`config.mk`:
```
export PLATFORM = sky130hd
export DESIGN_NAME = isfl_top
export DESIGN_NICKNAME = d
export VERILOG_FILES = /design/src/hdl/isfl_pkg.sv /design/src/hdl/isfl_top.sv
export VERILOG_INCLUDE_DIRS = /design/src /design/src/hdl
export SDC_FILE = /design/constraint.sdc
export NUM_CORES = 1
export LEC_CHECK = 0
export BUFFER_PORTS_ARGS = -buffer_cell sky130_fd_sc_hd__buf_2
export CAP_MARGIN = 20
export CORE_MARGIN = 5
export CORE_UTILIZATION = 30
export CTS_BUF_LIST = sky130_fd_sc_hd__clkbuf_8
export CTS_CLUSTER_DIAMETER = 40
export DETAILED_ROUTE_END_ITERATION = 10
export SYNTH_ARGS = -nofsm -noshare
export SYNTH_HDL_FRONTEND = slang
export SYNTH_SLANG_ARGS = --single-unit
```
`constraint.sdc`:
```
create_clock -name sys_clk -period 1.9 [get_ports sys_clk]
set_clock_uncertainty 0.2 [all_clocks]
set_input_delay 0.285 -clock sys_clk [delete_from_list [all_inputs] [get_ports sys_clk]]
set_output_delay 0.285 -clock sys_clk [all_outputs]
set_load 0.01 [all_outputs]
```
`src/hdl/isfl_cfg.svh`:
```
// Constants for the I2C status flag logic
`ifndef ISFL_CFG_SVH
`define ISFL_CFG_SVH
`define ISFL_ADDR_W      4
`define ISFL_OFF_CTRL    4'h0
`define ISFL_OFF_STAT    4'h1
`define ISFL_OFF_IMASK   4'h2
`define ISFL_OFF_DATA    4'h3
`define ISFL_BIT_AL      0
`define ISFL_BIT_IFACE_IRQ_FLAG    1
`define ISFL_BIT_BUSY    2
`define ISFL_BIT_PROH    3
`define ISFL_BIT_MST     0
`define ISFL_BIT_TX      1
`define ISFL_BIT_FMT     2
`define ISFL_RST_CTRL    8'h00
`define ISFL_RST_MASK    8'h00
`endif

```
`src/hdl/isfl_pkg.sv`:
```
// Types for the I2C status flag logic
package isfl_pkg;
  // Events from the shift and address path
  typedef struct packed {
    logic xfer_end;   // Byte transfer finished
    logic addr_match; // Own slave address matched
    logic gen_call;   // General call detected
    logic rstart;     // Repeated start detected
    logic stop;       // Stop detected
  } isfl_evt_t;
  // Slave follow state
  typedef enum logic [0:0] {
    ISFL_IDLE = 1'b0,
    ISFL_ADDR = 1'b1
  } isfl_slv_t;
endpackage

```
`src/hdl/isfl_top.sv`:
```
// Status and control flags of an I2C bus interface
`timescale 1ns/10ps
`include "isfl_cfg.svh"
module isfl_top (
  input  wire logic                    sys_clk,
  input  wire logic                    rst_n,
  input  wire logic [`ISFL_ADDR_W-1:0] addr,
  input  wire logic [7:0]              wdata,
  input  wire logic                    wr_stb,
  input  wire logic                    rd_stb,
  output logic      [7:0]              rdata,
  input  wire logic                    scl_in,
  input  wire logic                    sda_in,
  input  wire logic                    int_sda,
  input  wire logic                    int_scl,
  input  wire isfl_pkg::isfl_evt_t     evt,
  output logic                         start_req,
  output logic                         stop_req,
  output logic                         irq
);
  // Two-stage synchronisers for the bus pins
  logic [1:0] scl_s_q, scl_s_d;
  logic [1:0] sda_s_q, sda_s_d;
  logic       scl_p_q, scl_p_d;   // Previous synced SCL
  // Software state
  logic [7:0] ctrl_q, ctrl_d;     // Mode bits
  logic [7:0] mask_q, mask_d;     // Interrupt mask
  logic       busy_q, busy_d;     // Bus busy bit
  logic       al_q, al_d;         // Arbitration lost flag
  logic       iface_irq_flag_q, iface_irq_flag_d;     // Interface irq flag
  logic       al_seen_q, al_seen_d;   // Read as one armed
  logic       iface_irq_flag_seen_q, iface_irq_flag_seen_d;
  isfl_pkg::isfl_slv_t slv_q, slv_d;  // Slave follow state
  logic [7:0] rdata_d;
  logic       start_d, stop_d, irq_d;
  logic       scl_rise, scl_fall, mst, tx, al_set, iface_irq_flag_set;
  logic       wr_stat, wr_ctrl, wr_mask, rd_stat, dat_acc;

  // Match a decoded register access
  function automatic logic hit(input logic stb,
                               input logic [`ISFL_ADDR_W-1:0] a,
                               input logic [`ISFL_ADDR_W-1:0] o);
    hit = stb && (a == o);
  endfunction

  // Next-state logic
  always_comb begin
    scl_s_d  = {scl_s_q[0], scl_in};
    sda_s_d  = {sda_s_q[0], sda_in};
    scl_p_d  = scl_s_q[1];
    scl_rise = scl_s_q[1] && !scl_p_q;
    scl_fall = !scl_s_q[1] && scl_p_q;
    mst      = ctrl_q[`ISFL_BIT_MST];
    tx       = ctrl_q[`ISFL_BIT_TX];
    wr_stat  = hit(wr_stb, addr, `ISFL_OFF_STAT);
    wr_ctrl  = hit(wr_stb, addr, `ISFL_OFF_CTRL);
    wr_mask  = hit(wr_stb, addr, `ISFL_OFF_IMASK);
    rd_stat  = hit(rd_stb, addr, `ISFL_OFF_STAT);
    // Data write in transmit, read in receive
    dat_acc  = tx ? hit(wr_stb, addr, `ISFL_OFF_DATA)
                  : hit(rd_stb, addr, `ISFL_OFF_DATA);
    // Arbitration loss in master transmit
    al_set = mst && tx &&
             ((scl_rise && (int_sda != sda_s_q[1])) ||
              (scl_fall && int_scl));
    // Slave follow state machine
    slv_d = slv_q;
    case (slv_q)
      isfl_pkg::ISFL_IDLE: begin
        if (!mst && !ctrl_q[`ISFL_BIT_FMT] &&
            (evt.addr_match || evt.gen_call)) begin
          slv_d = isfl_pkg::ISFL_ADDR;
        end
      end
      isfl_pkg::ISFL_ADDR: begin
        if (mst || evt.rstart || evt.stop) begin
          slv_d = isfl_pkg::ISFL_IDLE;
        end
      end
      default: slv_d = isfl_pkg::ISFL_IDLE;
    endcase
    // Interrupt flag sources
    iface_irq_flag_set = (mst && (evt.xfer_end || al_set)) ||
               (!mst && !ctrl_q[`ISFL_BIT_FMT] &&
                (evt.addr_match ||
                 evt.gen_call ||
                 (slv_q == isfl_pkg::ISFL_ADDR &&
                  evt.xfer_end)));
    // Read-as-one arming for the clear sequence
    al_seen_d   = al_seen_q;
    iface_irq_flag_seen_d = iface_irq_flag_seen_q;
    if (rd_stat) begin
      al_seen_d   = al_q;
      iface_irq_flag_seen_d = iface_irq_flag_q;
    end
    // Arbitration lost flag; set beats clear
    al_d = al_q;
    if (dat_acc) begin
      al_d = 1'b0;
    end
    if (wr_stat && !wdata[`ISFL_BIT_AL] && al_seen_q) begin
      al_d = 1'b0;
    end
    if (al_set) begin
      al_d = 1'b1;
    end
    // Interface irq flag; set beats clear
    iface_irq_flag_d = iface_irq_flag_q;
    if (wr_stat && !wdata[`ISFL_BIT_IFACE_IRQ_FLAG] && iface_irq_flag_seen_q) begin
      iface_irq_flag_d = 1'b0;
    end
    if (iface_irq_flag_set) begin
      iface_irq_flag_d = 1'b1;
    end
    if (wr_stat) begin
      al_seen_d   = 1'b0;
      iface_irq_flag_seen_d = 1'b0;
    end
    // Start or stop request; writes of one ignored
    busy_d  = busy_q;
    start_d = 1'b0;
    stop_d  = 1'b0;
    if (wr_stat && !wdata[`ISFL_BIT_PROH]) begin
      busy_d  = wdata[`ISFL_BIT_BUSY];
      start_d = wdata[`ISFL_BIT_BUSY];
      stop_d  = !wdata[`ISFL_BIT_BUSY];
    end
    ctrl_d = wr_ctrl ? wdata : ctrl_q;
    mask_d = wr_mask ? wdata : mask_q;
    irq_d  = (al_d && mask_q[`ISFL_BIT_AL]) ||
             (iface_irq_flag_d && mask_q[`ISFL_BIT_IFACE_IRQ_FLAG]);
    // Read mux, prohibit bit always one
    rdata_d = 8'h00;
    if (rd_stb) begin
      case (addr)
        `ISFL_OFF_CTRL:  rdata_d = ctrl_q;
        `ISFL_OFF_IMASK: rdata_d = mask_q;
        `ISFL_OFF_STAT: begin
          rdata_d[`ISFL_BIT_AL]   = al_q;
          rdata_d[`ISFL_BIT_IFACE_IRQ_FLAG] = iface_irq_flag_q;
          rdata_d[`ISFL_BIT_BUSY] = busy_q;
          rdata_d[`ISFL_BIT_PROH] = 1'b1;
        end
        default: rdata_d = 8'h00;
      endcase
    end
  end

  // Register stage
  always_ff @(posedge sys_clk) begin
    if (!rst_n) begin
      scl_s_q     <= 2'h3;
      sda_s_q     <= 2'h3;
      scl_p_q     <= 1'b1;
      ctrl_q      <= `ISFL_RST_CTRL;
      mask_q      <= `ISFL_RST_MASK;
      busy_q      <= 1'b0;
      al_q        <= 1'b0;
      iface_irq_flag_q      <= 1'b0;
      al_seen_q   <= 1'b0;
      iface_irq_flag_seen_q <= 1'b0;
      slv_q       <= isfl_pkg::ISFL_IDLE;
      rdata       <= 8'h00;
      start_req   <= 1'b0;
      stop_req    <= 1'b0;
      irq         <= 1'b0;
    end else begin
      scl_s_q     <= scl_s_d;
      sda_s_q     <= sda_s_d;
      scl_p_q     <= scl_p_d;
      ctrl_q      <= ctrl_d;
      mask_q      <= mask_d;
      busy_q      <= busy_d;
      al_q        <= al_d;
      iface_irq_flag_q      <= iface_irq_flag_d;
      al_seen_q   <= al_seen_d;
      iface_irq_flag_seen_q <= iface_irq_flag_seen_d;
      slv_q       <= slv_d;
      rdata       <= rdata_d;
      start_req   <= start_d;
      stop_req    <= stop_d;
      irq         <= irq_d;
    end
  end
endmodule

```
Word-level counts from Yosys, hierarchy flattened
Index checks and enable logic that the tools add are counted.
Widths: inputs -> output; s select.
Storage, ports and cells
  input bits: 25
  register bits after elaboration: 38
Operators by class
  reduce and logical (&&, ||, !) cells: 44
  bitwise logic cells: 2
  muxes and demuxes: 11
  equality and inequality tests: 4
Operators by type and width (number)
  $logic_and 1x1->1: 24
  $pmux 4 s3: 1
  $eq 4x2->1 const B: 2
  $logic_not 1->1: 8
  $logic_or 1x1->1: 8
  $mux 1: 8
  $pmux 4 s2: 1
  $eq 4x1->1 const B: 1
  $logic_not 4->1: 1
  $reduce_and 2->1: 2
  $not 1->1: 2
  $pmux 1 s2: 1
  $reduce_or 2->1: 1
  $ne 1x1->1: 1

Depth between registers and ports, before layout
Gate-level depths: netlist of run 1.
  word-level depth: 11
  depth in mapped cells: 5
  gate-level depth less buffers: 4

Worst setup path before layout of run 1
No wires, ideal clock.
  kind: input -> register
  start: in addr[3]
  end: reg irq
  setup slack: 0.140 ns
  data arrival time: 1.434 ns
  cell stages on the path: 4
  cell sequence: or3b_1 -> o41a_1 -> a311oi_2 -> o22ai_1
Between the ends
  longest elaborated chain between the ends: 8
Ends and longest elaborated chain
  start: declaration: line isfl_top.sv:7  | input wire logic [`ISFL_ADDR_W-1:0] addr,
  $eq 4x2->1 or $eq 4x1->1 (tied branches): line isfl_top.sv:43  | hit = stb && (a == o);
  $logic_and 1x1->1: line isfl_top.sv:43
  $mux 1 (tied with other cells): line isfl_top.sv:60  | dat_acc = tx ? hit(wr_stb, addr, `ISFL_OFF_DATA)
  $mux 1 (tied with other cells): line isfl_top.sv:98  | if (dat_acc) begin
  $mux 1 (on tied branches): line isfl_top.sv:101, isfl_top.sv:109
  $mux 1 (on tied branches): line isfl_top.sv:104, isfl_top.sv:112
  $logic_and 1x1->1 (on tied branches): line isfl_top.sv:130, isfl_top.sv:131
  $logic_or 1x1->1 (*): line isfl_top.sv:130  | irq_d = (al_d && mask_q[`ISFL_BIT_AL]) ||
  end signal: assignment: line isfl_top.sv:182  | irq <= irq_d;
  end: declaration: line isfl_top.sv:19  | output logic irq
Every way passes the cells marked *; elsewhere a longest branch is shown, timed or not.
A chain may end at the register's enable or synchronous reset.

Final worst setup path of run 1
Same ends and word-level chain as after synthesis.

==> results summary, run 1 <==
The flow ran to the end, and the final reports show no timing, DRC or antenna violations. The critical path starts at addr[3]. The leakage dissipation is 0.8613 nW. Of the total synthesized cell area, the portion taken by AND, OR, NAND and NOR gates is 23.43%. The total I/O pin count came out at 36.

The area growth from synthesis to layout is 26.53%. The clock network power share is 36.3%. The via count of the routed design came out at 1223. Cell internal power was estimated by the tool at 1.153 mW. The sequential share of power came out at 55.5%. The global routing usage summed across all routing layers came out at 11.05%.

The largest buffer count on any clock path came out at 2. The most used flip-flop cell after synthesis is sky130_fd_sc_hd__dfxtp_1. The post-CTS setup buffer count came out at 0. The global-route congestion overflow total came out at 0.

The analysis attributes to net switching a power of 0.3220 mW. The number of flip-flops and latches in the synthesized netlist is 38. The worst pin sits at a relative slew slack of 69.74%. The post-route netlist has 26.00% of its cells at a drive strength greater than 1. Setup repair after global routing left no endpoint under its margin. The kind of cell with the highest combined delay along the critical path is compound AO/OA/AOI/OAI gates. The via count of the first global-routing pass came to 1201. The start of the worst register-to-register path is iface_irq_flag_seen_q. The number of buffers created by CTS is 5.

The overall routed net length came out at 3310 µm. The actual slew at the worst max-slew pin is 0.4476 ns. In this run, synthesis inferred 0 flip-flops with an integrated enable. The worst hold path belongs to the class input pin to flop. The combinational share of power came out at 8.3%. The CTS tree is done. The master of the slowest instance on the critical path is sky130_fd_sc_hd__or3b_1. After filler insertion, the fill cell instance count of the layout stands at 534. The proportion of total power due to net switching came out at 21.83%. The sequential-to-total area share from yosys stat is 49.47%. The summed negative setup slack over all endpoints is 0 ns. After the flow finishes, the layout carries non-filler instances totaling 270. The count of buffer and inverter cells on the critical path is 1. The cell chosen for the clock root is sky130_fd_sc_hd__clkbuf_8. Sorting the synthesized cells by area gives the leading types as sky130_fd_sc_hd__dfxtp_1, sky130_fd_sc_hd__mux2i_1, sky130_fd_sc_hd__nor2b_1.

After clock tree synthesis, the clock-pin slew on the worst setup and hold paths is 0.07 ns. The net count of the finished layout is 226. Counting every net in the synthesized netlist gives 179.

The first global-routing pass estimated 5513 µm of wire. The number of max-slew violations in the final report is 0. The number of standard cells after synthesis is 154. The critical path class is input pin to flop.

The total of warnings raised by yosys came out at 0. Dividing the detail-routed wire length by the instance count gives 12.26 µm. For the worst setup path, the data required time is 1.87 ns. The wire-length estimate of the detail-placed layout is 2433 µm.

Of all nets on the critical path, the largest fanout is 4. The power consumption is 1.475 mW. The area share of the leading cell type in the synthesized netlist is 49.47%.

The count of hold-fix buffers inserted at cts is 2. The area fraction in compound gates after synthesis is 8.137%. The worst endpoint data arrival time is 1.64 ns. Dividing the synthesized area by the synthesized cell count gives 9.985 µm².

The portion of the clock cycle consumed by the worst path in the final layout came out at 87.72%. The quantity of gates resized following cts came out at 0. The number of antenna diodes came out at 0. The time the final worst path needs with I/O delays and setup is 1.667 ns.

For this configuration, the core starts out at a cell density of 30.50%. The worst setup path is captured at a flop. The highest ir drop seen on vdd came out at 0.3994 mV. The cell type with the largest total area after synthesis is sky130_fd_sc_hd__dfxtp_1. The iteration-0 DRC count of the detailed router is 91. The combined area of the multi-input logic cells is 744.5 µm². The count of distinct cell types in the synthesized netlist is 30. The number of antenna violations at the first check in global routing came out at 0. In this run the cell area measured after placement is 0.001843 mm². The area of the die came out at 0.006658 mm². The congestion estimate from routability-driven global placement came to 0.8115. The signal on the critical path passes through buf_2, or3b_1, o41a_1, a311oi_2, o22ai_1. By area, the combinational part of the netlist is dominated by simple AND/OR/NAND/NOR gates.

The cell area after layout is 0.001946 mm². The count of final hold-check violations came out at 0. The number of maximum-capacitance violations came out at 0. The final standard cell utilization of the core came out at 38.59%. The source-to-sink clock delay at the later pin of the worst-skew pair came out at 0.29 ns. Across the whole layout, storage elements account for 760.7 µm². The area of the mapped netlist came out at 0.001538 mm². The xor/xnor cell area share of the yosys netlist came out at 0.5696%. The die is 81.60 µm wide.

The maximum number of pins on one net before global-route repair came out at 19. The peak per-stage delay on the critical path came out at 0.44 ns. The remaining number of nets flagged by the antenna check after routing came out at 0. The power density normalized to cell area came out at 757.9 mW/mm². The kind of start point of the critical path is an input pin. The number of buffers inserted by port buffering is 35. The fraction of the mapped netlist area in adder cells came out at 0%. The number of core rows is 26. The count of TritonRoute iterations in the first routing pass came out at 4. The async set or reset register ratio after synthesis is 0%. Setup violations remaining at the end of the flow were counted as 0.

In this run the most critical hold path is launched from wdata[2]. The number of vias per cell after detailed routing came out at 4.530. The highest clock rate came out at 600.0 MHz. The hold slack is 0.008192 ns. The H-tree was split into 2 levels. The floorplan step set the die height to 81.60 µm. The number of placed instances with taps included is 262. The core area came out at 0.005042 mm². The pre-CTS setup slack is -0.06786 ns.

The number of remaining DRC errors came out at 0. CTS saw 38 sinks. The mux share of post-synthesis cell area came out at 16.27%.

After layout, the worst setup slack is 0.2334 ns.
[placed cells by master, fill, tap and decap left out, types with 2 or more instances in the layout]
cell / n
sky130_fd_sc_hd__o41a_1: 2
sky130_fd_sc_hd__a32oi_1: 2
sky130_fd_sc_hd__nand2_1: 7
sky130_fd_sc_hd__nand2b_1: 7
sky130_fd_sc_hd__mux2i_1: 25
sky130_fd_sc_hd__nand3_1: 3
sky130_fd_sc_hd__nand3b_1: 2
sky130_fd_sc_hd__o211ai_1: 2
sky130_fd_sc_hd__nor2_1: 15
sky130_fd_sc_hd__clkbuf_8: 6
sky130_fd_sc_hd__nor2b_1: 23
sky130_fd_sc_hd__nor3_1: 2
sky130_fd_sc_hd__inv_1: 2
sky130_fd_sc_hd__buf_2: 35
sky130_fd_sc_hd__a21oi_1: 4
sky130_fd_sc_hd__dfxtp_1: 38
sky130_fd_sc_hd__dlygate4sd3_1: 2
sky130_fd_sc_hd__buf_4: 9
[cell usage after synthesis (2+ instances only)]
library cell / number
sky130_fd_sc_hd__a21oi_1: 4
sky130_fd_sc_hd__a32oi_1: 2
sky130_fd_sc_hd__buf_2: 2
sky130_fd_sc_hd__clkbuf_1: 4
sky130_fd_sc_hd__dfxtp_1: 38
sky130_fd_sc_hd__inv_1: 2
sky130_fd_sc_hd__mux2i_1: 25
sky130_fd_sc_hd__nand2_1: 7
sky130_fd_sc_hd__nand2b_1: 7
sky130_fd_sc_hd__nand3_1: 3
sky130_fd_sc_hd__nand3b_1: 2
sky130_fd_sc_hd__nor2_1: 15
sky130_fd_sc_hd__nor2b_1: 23
sky130_fd_sc_hd__nor3_1: 2
sky130_fd_sc_hd__o211ai_1: 2
sky130_fd_sc_hd__o41a_1: 2
[final cells by class]
type / instances / share of cell area [%]
Sequential cell: 38 / 39.10
Multi-Input combinational cell: 108 / 38.26
Timing Repair Buffer: 46 / 13.50
Tap cell: 70 / 4.502
Clock buffer: 6 / 4.244
Inverter: 2 / 0.3859
[worst paths after layout]
| path | slack (ns) | depth (start not counted) | end |
|---|---|---|---|
| worst max register to register | 0.39 | 4 | irq |
| worst min-delay path | 0.008 | 2 | stop_req |
| worst min register to register | 0.21 | 1 | sda_s_q[1] |
| worst max-delay path | 0.23 | 5 | irq |
[registers in the layout, indices dropped and copies added (netlist names)]
| signal | count |
|---|---|
| ctrl_q | 8 |
| mask_q | 8 |
| rdata | 8 |
| scl_s_q | 2 |
| sda_s_q | 2 |
| al_q | 1 |
| al_seen_q | 1 |
| busy_q | 1 |
| iface_irq_flag_q | 1 |
| iface_irq_flag_seen_q | 1 |
| irq | 1 |
| scl_p_q | 1 |
| slv_q | 1 |
| start_req | 1 |
| stop_req | 1 |
[cells by family after synthesis]
family / Yosys count
buffers and inverters: 8
AO/OA/AOI/OAI: 16
XOR/XNOR: 1
AND/OR/NAND/NOR: 66
multiplexers: 25
flip-flops: 38
[power groups by stage]
stage | Clock (mW) | Sequential (mW) | Combinational, mW
global route | 0.597 | 0.819 | 0.135
floorplan | 0 | 0.834 | 0.0633
detailed placement | 0 | 0.836 | 0.119
finish | 0.535 | 0.818 | 0.122
CTS | 0.560 | 0.818 | 0.123
global placement | 0 | 0.836 | 0.119
[layer usage]
layer | up-vias | global-route usage (%) | routed length [µm] | share of wire (%)
met2 | 36 | 16.94 | 1406 | 42
li1 | 622 | - | - | -
met3 | 10 | 3.399 | 218 | 6.6
met1 | 555 | 13.74 | 1601 | 48
met5 | - | 0 | 0 | 0
met4 | 0 | 6.146 | 83 | 2.5
Power figures use the tool's default switching activity.
==> run 2, diff against run 1 <==
--- a/config.mk
+++ b/config.mk
@@ -15,2 +15,3 @@
 export DETAILED_ROUTE_END_ITERATION = 10
+export SLEW_MARGIN = 5
 export SYNTH_ARGS = -nofsm -noshare
==> constraint.sdc (replaced) <==
create_clock -name sys_clk -period 1.9 [get_ports sys_clk]
set_clock_uncertainty 0.2 [all_clocks]
set_input_delay 0 -clock sys_clk [delete_from_list [all_inputs] [get_ports sys_clk]]
set_output_delay 0 -clock sys_clk [all_outputs]
set_load 0.01 [all_outputs]
==> run 2 against run 1 <==
Power increased by 2.1%. Final area up 10%. Combinational power increased by 26%. Count of clock-buffer cells in the layout did not move. Via count grew 6.5%. Wire length is 7.5% higher. First-iteration DRC count fell by 18%. Fmax is 4.2% lower. Sequential power hardly changed.
==> results summary, run 2 (synthesis gave the netlist of run 1 again) <==
The clock slew at the register clock pins of the worst setup and hold paths came out at 0.07 ns (about the same). The fraction of layout cells with a size suffix above 1 is 22.02% (was 26.00%). The type of destination of the critical path is a flop (unchanged). The worst endpoint data arrival time came out at 1.77 ns (was 1.64 ns). The sequential share of power came to 54.3% (was 55.5%). The number of buffers inserted by port buffering was 35 (unchanged). The summed negative setup slack over all endpoints is 0 ns (unchanged). Run status: complete, no violations (unchanged). The clock network power share was 35.5% (was 36.3%). In this design, the critical path's most frequently occurring cell is sky130_fd_sc_hd__dlygate4sd3_1. Biggest regs: ctrl_q: 8 flops, mask_q: 8 flops, rdata: 8 flops (unchanged).

The post-DP HPWL came out at 2441 µm (was 2433 µm). The height of the die is 81.60 µm (unchanged). The number of core rows came out at 26 (unchanged). The combinational share of power is 10.2% (was 8.3%).

The count of final hold-check violations came out at 0 (unchanged). The global-route congestion overflow total came out at 0 (unchanged). The H-tree depth is 2 (unchanged). The capture endpoint of the worst hold path is iface_irq_flag_seen_q (was stop_req). The count of buffer and inverter cells on the critical path came out at 3 (was 1). The maximum number of pins on one net before global-route repair is 20 (was 19).

The leakage dissipation came to 0.9345 nW (was 0.8613 nW). The post-CTS setup buffer count came out at 0 (unchanged). The portion of the clock cycle consumed by the worst path in the final layout is 91.51% (was 87.72%). The number of antenna violations at the first check in global routing is 0 (unchanged). The cell depth of the worst min-delay path is 5 (was 2). The headroom to the max-slew limit came out at 71.30% (was 69.74%). The number of max-slew violations in the final report was 0 (unchanged). The cell family with the largest share of critical-path delay is buffers and inverters (was compound AO/OA/AOI/OAI gates). The most common cell after layout, fill and taps aside is sky130_fd_sc_hd__dfxtp_1 (unchanged). The highest clock rate is 575.1 MHz (was 600.0 MHz). The mean routed wirelength per cell is 12.35 µm (was 12.26 µm). The worst-case register-to-register setup slack came out at 0.17 ns (was 0.39 ns). The number of endpoints failing setup at the final stage came out at 0 (unchanged). The number of buffers created by CTS came out at 5 (unchanged). The synthesis-to-finish area growth is 39.71% (was 26.53%). The sum of met2 wire segment lengths after detailed routing is 1560 µm (was 1406 µm).

The highest net fanout along the worst path is 10 (was 4). The area of the die is 0.006658 mm² (unchanged). The number of vias per cell after detailed routing came out at 4.524 (was 4.530). Leading cell types in the layout, fill and taps excluded: sky130_fd_sc_hd__dfxtp_1, sky130_fd_sc_hd__buf_2, sky130_fd_sc_hd__dlygate4sd3_1 (was sky130_fd_sc_hd__dfxtp_1, sky130_fd_sc_hd__buf_2, sky130_fd_sc_hd__mux2i_1). Unrepaired setup endpoints after global routing: false (unchanged).

The core area is 0.005042 mm² (unchanged). The overall routed net length is 3558 µm (was 3310 µm). The largest buffer count on any clock path came out at 2 (unchanged). The master of the slowest instance on the critical path is sky130_fd_sc_hd__dlygate4sd3_1 (was sky130_fd_sc_hd__or3b_1). The via count of the routed design came out at 1303 (was 1223). The proportion of total power due to net switching is 21.82% (was 21.83%). The remaining number of nets flagged by the antenna check after routing came out at 0 (unchanged). The time the final worst path needs with I/O delays and setup came out at 1.739 ns (was 1.667 ns). The via count of the first global-routing pass is 1308 (was 1201).

The highest ir drop seen on vdd is 0.4411 mV (was 0.3994 mV). The required arrival time at the worst endpoint is 1.93 ns (was 1.87 ns). The actual slew at the worst max-slew pin is 0.4245 ns (was 0.4476 ns). The critical path class is input pin to flop (unchanged). Cells traversed along the worst timing path: dlygate4sd3_1, buf_2, nand2b_1, nor3_2, nand2_1, nor2_1, dlygate4sd3_1 (was buf_2, or3b_1, o41a_1, a311oi_2, o22ai_1). The final standard cell utilization of the core came to 42.61% (was 38.59%). The uppermost layer routed was met4 (unchanged). The iteration-0 DRC count of the detailed router is 75 (was 91). The count of TritonRoute iterations in the first routing pass was 4 (unchanged). The path category of the worst min-delay check is input pin to flop (unchanged). The hold slack is 0.002871 ns (was 0.008192 ns). The depth of the most critical reg-to-reg path is 4 (unchanged).

The horizontal die dimension was 81.60 µm (unchanged). The power density normalized to cell area came to 701.2 mW/mm² (was 757.9 mW/mm²). The start of the worst register-to-register path is ctrl_q[0] (was iface_irq_flag_seen_q). The met1 layer wirelength in the final routing came to 1706 µm (was 1601 µm). The peak per-stage delay on the critical path is 0.54 ns (was 0.44 ns). The number of maximum-capacitance violations came out at 0 (unchanged). The internal power component is 1.178 mW (was 1.153 mW).

The launch instance of the worst min-delay path is addr[3] (was wdata[2]). The clock sink count was 38 (unchanged). The number of nets in the finished design came out at 244 (was 226). The number of antenna diodes was 0 (unchanged). The wire length of the first global-routing pass is 5768 µm (was 5513 µm). The starting density of the core came out at 30.50% (unchanged).

The total I/O pin count was 36 (unchanged). The detailed route wirelength on metal3 came out at 246 µm (was 218 µm). The global routing usage summed across all routing layers was 11.35% (was 11.05%). The kind of start point of the critical path was an input pin (unchanged).

The critical register-to-register path endpoint is slv_q (was irq). The CTS tree was done (unchanged). The net load switching power came out at 0.3286 mW (was 0.3220 mW). The final weighted congestion in routability-driven placement came out at 0.8725 (was 0.8115). The source-to-sink clock delay at the later pin of the worst-skew pair came out at 0.28 ns (was 0.29 ns). The number of remaining DRC errors came out at 0 (unchanged). The cell chosen for the clock root is sky130_fd_sc_hd__clkbuf_8 (unchanged).
-- run 2: cell types whose count changed in the layout (fill, tap and decap cells not counted), sizes merged --
cell and change:
buf -6, dlygate4sd3 +24
-- run 2: final cells by class --
cell class	instances	area, µm²
clock buffers	6	82.58
inverters	2	7.507
repair buffers	64	457.9
fillers	510	2894
flip-flops and latches	38	760.7
well taps	70	87.58
multi-input cells	108	752.0
-- run 2: power by group through the flow --
stage | sequential, mW | combinational (mW) | clock (mW)
after global placement | 0.835 | 0.112 | 0
after detailed placement | 0.836 | 0.112 | 0
after floorplan | 0.834 | 0.0633 | 0
after CTS | 0.818 | 0.151 | 0.549
final | 0.818 | 0.154 | 0.535
after global routing | 0.818 | 0.168 | 0.583
-- run 2: worst max path at each step --
stage,start,to,cells past startpoint
2_1_floorplan,addr[3],irq,4
3_3_place_gp,addr[3],irq,5
3_5_place_dp,addr[3],irq,5
4_1_cts,addr[0],stop_req,7
5_1_grt,addr[0],stop_req,7
6_report,addr[0],stop_req,7
-- run 2: stage by stage --
step                      cells  cell area (µm²)  setup WS (ns)  total power [mW]
after floorplan             154             1538         0.4249            0.8972
after global routing        288             2148        0.02830             1.569
final                       288             2148         0.1612             1.506
after global placement      256             1798         0.1718            0.9473
after detailed placement    256             1798         0.1606            0.9475
after CTS                   288             2141        0.04716             1.518
-- run 2: worst min-delay path: stages --
cell and delay (ns):
sky130_fd_sc_hd__buf_2 0.10, sky130_fd_sc_hd__nor2_2 0.05, sky130_fd_sc_hd__o211ai_1 0.12, sky130_fd_sc_hd__a32oi_1 0.07, sky130_fd_sc_hd__nor2b_1 0.10
-- run 2: repair_timing --
action	in CTS	in global routing
endpoints found under the setup margin	0	4
hold buffers	26	0
gates resized for setup	0	2
hold endpoints to repair	38	0
-- run 2: routing by layer --
metal / GRT usage (%) / vias to the layer above
met5: 0 / -
met4: 4.651 / 0
met3: 3.728 / 7
met2: 17.92 / 44
met1: 14.24 / 590
li1: - / 662
==> run 3, diff against run 2 <==
GPL_TIMING_DRIVEN = 1   (was not set)
PLACE_DENSITY_LB_ADDON = 0.3   (was not set)
==> run 3 against run 2 <==
Count of clock-buffer cells in the layout did not move. Clock power rose by 7.3%. Setup slack got worse by 0.033 ns. Sequential cell count did not move. Critical path type unchanged.
==> results summary, run 3 (synthesis gave the netlist of run 1 again) <==
The fraction of layout cells with a size suffix above 1 was 22.62% (was 22.02%). The path category of the worst min-delay check is input pin to flop (unchanged). The source-to-sink clock delay at the later pin of the worst-skew pair is 0.29 ns (was 0.28 ns).

The mean routed wirelength per cell came out at 12.71 µm (was 12.35 µm). The number of antenna diodes came out at 0 (unchanged). The H-tree depth was 2 (unchanged). The count of final hold-check violations is 0 (unchanged). The CTS tree is done (unchanged).

The wire length of the first global-routing pass was 6051 µm (was 5768 µm). The total I/O pin count came out at 36 (unchanged). The cell chosen for the clock root is sky130_fd_sc_hd__clkbuf_8 (unchanged). The number of max-slew violations in the final report is 0 (unchanged). The remaining number of nets flagged by the antenna check after routing came out at 0 (unchanged).

The highest ir drop seen on vdd is 0.4819 mV (was 0.4411 mV). The area of the die came out at 0.006658 mm² (unchanged). The depth of the most critical reg-to-reg path was 6 (was 4). The horizontal die dimension is 81.60 µm (unchanged).

The highest clock rate is 564.3 MHz (was 575.1 MHz). The number of fill cells in the layout is 495 (was 510). The actual slew at the worst max-slew pin came out at 0.4437 ns (was 0.4245 ns). The height of the die came out at 81.60 µm (unchanged).

The critical path class is input pin to flop (unchanged). Leading cell types in the layout, fill and taps excluded: sky130_fd_sc_hd__dfxtp_1, sky130_fd_sc_hd__buf_2, sky130_fd_sc_hd__dlygate4sd3_1 (unchanged). The core area came out at 0.005042 mm² (unchanged). The type of destination of the critical path is a flop (unchanged).

The number of remaining DRC errors came out at 0 (unchanged). Run status: complete, no violations (unchanged). The clock network power share came out at 37.1% (was 35.5%). The number of antenna violations at the first check in global routing came out at 0 (unchanged). The worst endpoint data arrival time came out at 1.80 ns (was 1.77 ns). Unrepaired setup endpoints after global routing: false (unchanged). The number of nets in the finished design is 245 (was 244). The number of endpoints failing setup at the final stage came to 0 (unchanged). The filler-free cell count of the finished design came out at 291 (was 288). The combinational share of power came out at 10.0% (was 10.2%).

The highest net fanout along the worst path was 6 (was 10). The clock slew at the register clock pins of the worst setup and hold paths came out at 0.08 ns (was 0.07 ns). The internal power component came out at 1.189 mW (was 1.178 mW). The number of placed instances with taps included is 257 (was 256).

The proportion of total power due to net switching was 23.08% (was 21.82%). The post-CTS setup buffer count came out at 0 (unchanged). The final weighted congestion in routability-driven placement came out at 0.7271 (was 0.8725). The most common cell after layout, fill and taps aside is sky130_fd_sc_hd__dfxtp_1 (unchanged). The required arrival time at the worst endpoint came out at 1.93 ns (about the same). The global-route congestion overflow total came to 0 (unchanged). The starting density of the core came out at 30.50% (unchanged). The number of vias per cell after detailed routing was 4.440 (was 4.524). The net load switching power came out at 0.3569 mW (was 0.3286 mW). The number of buffers created by CTS came out at 5 (unchanged). The count of TritonRoute iterations in the first routing pass was 4 (unchanged). The final standard cell utilization of the core was 42.95% (was 42.61%). The kind of start point of the critical path is an input pin (unchanged). The iteration-0 DRC count of the detailed router came out at 100 (was 75). The leakage dissipation came out at 0.9457 nW (was 0.9345 nW). Biggest regs: ctrl_q: 8 flops, mask_q: 8 flops, rdata: 8 flops (unchanged).

The maximum number of pins on one net before global-route repair is 19 (was 20). The headroom to the max-slew limit came out at 70.42% (was 71.30%). The post-DP HPWL came out at 2443 µm (was 2441 µm). The pre-CTS setup slack is 0.1977 ns (was 0.1606 ns). The summed negative setup slack over all endpoints came out at 0 ns (unchanged). The clock sink count came out at 38 (unchanged).

The number of core rows is 26 (unchanged). The via count of the routed design came to 1292 (was 1303). The time the final worst path needs with I/O delays and setup came to 1.772 ns (was 1.739 ns). The global routing usage summed across all routing layers came out at 12.14% (was 11.35%).

The power density normalized to cell area came out at 713.9 mW/mm² (was 701.2 mW/mm²). The synthesis-to-finish area growth is 40.85% (was 39.71%). The sequential share of power came out at 52.8% (was 54.3%). The number of buffers inserted by port buffering is 35 (unchanged). The overall routed net length was 3699 µm (was 3558 µm).

The post-layout worst setup margin was 0.1280 ns (was 0.1612 ns). The portion of the clock cycle consumed by the worst path in the final layout was 93.26% (was 91.51%). The via count of the first global-routing pass came to 1271 (was 1308). The number of maximum-capacitance violations came out at 0 (unchanged). The largest buffer count on any clock path is 2 (unchanged). The cell depth of the worst min-delay path came out at 5 (unchanged).
[run 3: cell count changes in the layout (fill, tap and decap cells not counted)]
cell                         delta
sky130_fd_sc_hd__buf_4          +1
sky130_fd_sc_hd__clkinv_2       +1
sky130_fd_sc_hd__clkinvlp_4     +1
sky130_fd_sc_hd__nor2_1         +1
sky130_fd_sc_hd__nor2_2         -1
[run 3: layer usage]
metal / up-vias / global-route usage [%] / share of wire, %
li1: 663 / - / -
met1: 585 / 13.63 / 42
met2: 33 / 20.60 / 50
met3: 11 / 3.509 / 5.1
met4: 0 / 6.645 / 2.8
met5: - / 0 / 0
[run 3: path summary, 6_finish.rpt]
path | from | endpoint | slack, ns
setup / recovery | addr[0] | rdata[5] | 0.13
hold / removal | addr[1] | rdata[1] | 0.04
setup reg to reg | ctrl_q[0] | slv_q | 0.18
hold reg to reg | scl_s_q[0] | scl_s_q[1] | 0.21
[run 3: area by class of cell]
type | count | area [µm²] | share of cell area [%]
well taps | 70 | 87.58 | 4.044
repair buffers | 65 | 465.4 | 21.49
inverters | 2 | 7.507 | 0.3466
multi-input cells | 108 | 749.5 | 34.60
clock inverters | 2 | 12.51 | 0.5777
clock buffers | 6 | 82.58 | 3.813
flip-flops and latches | 38 | 760.7 | 35.12
[run 3: through the flow]
| step | total power [mW] | hold WS, ns | instance area, µm² |
|---|---|---|---|
| floorplan | 0.8972 | -0.1280 | 1538 |
| global placement | 0.9482 | -0.01956 | 1805 |
| detailed placement | 0.9488 | -0.01451 | 1805 |
| CTS | 1.567 | 0.02944 | 2161 |
| global route | 1.625 | 0.08043 | 2166 |
| finish | 1.546 | 0.03585 | 2166 |
[run 3: what timing repair did]
item | 4_1_cts | 5_1_grt
endpoints found under the hold margin | 35 | 0
setup endpoints to repair | 0 | 1
hold buffers | 26 | 0
resized for setup | 0 | 1
[run 3: worst max-delay path: stages]
cell,delay [ns]
sky130_fd_sc_hd__dlygate4sd3_1,0.53
sky130_fd_sc_hd__buf_2,0.16
sky130_fd_sc_hd__dlygate4sd3_1,0.65
sky130_fd_sc_hd__or2_2,0.36
sky130_fd_sc_hd__nor2_1,0.11
[run 3: power groups by stage]
stage	logic, mW	clock network, mW	registers (mW)
floorplan	0.0633	0	0.834
global placement	0.113	0	0.835
detailed placement	0.113	0	0.835
CTS	0.154	0.596	0.817
global route	0.170	0.638	0.818
finish	0.155	0.574	0.817
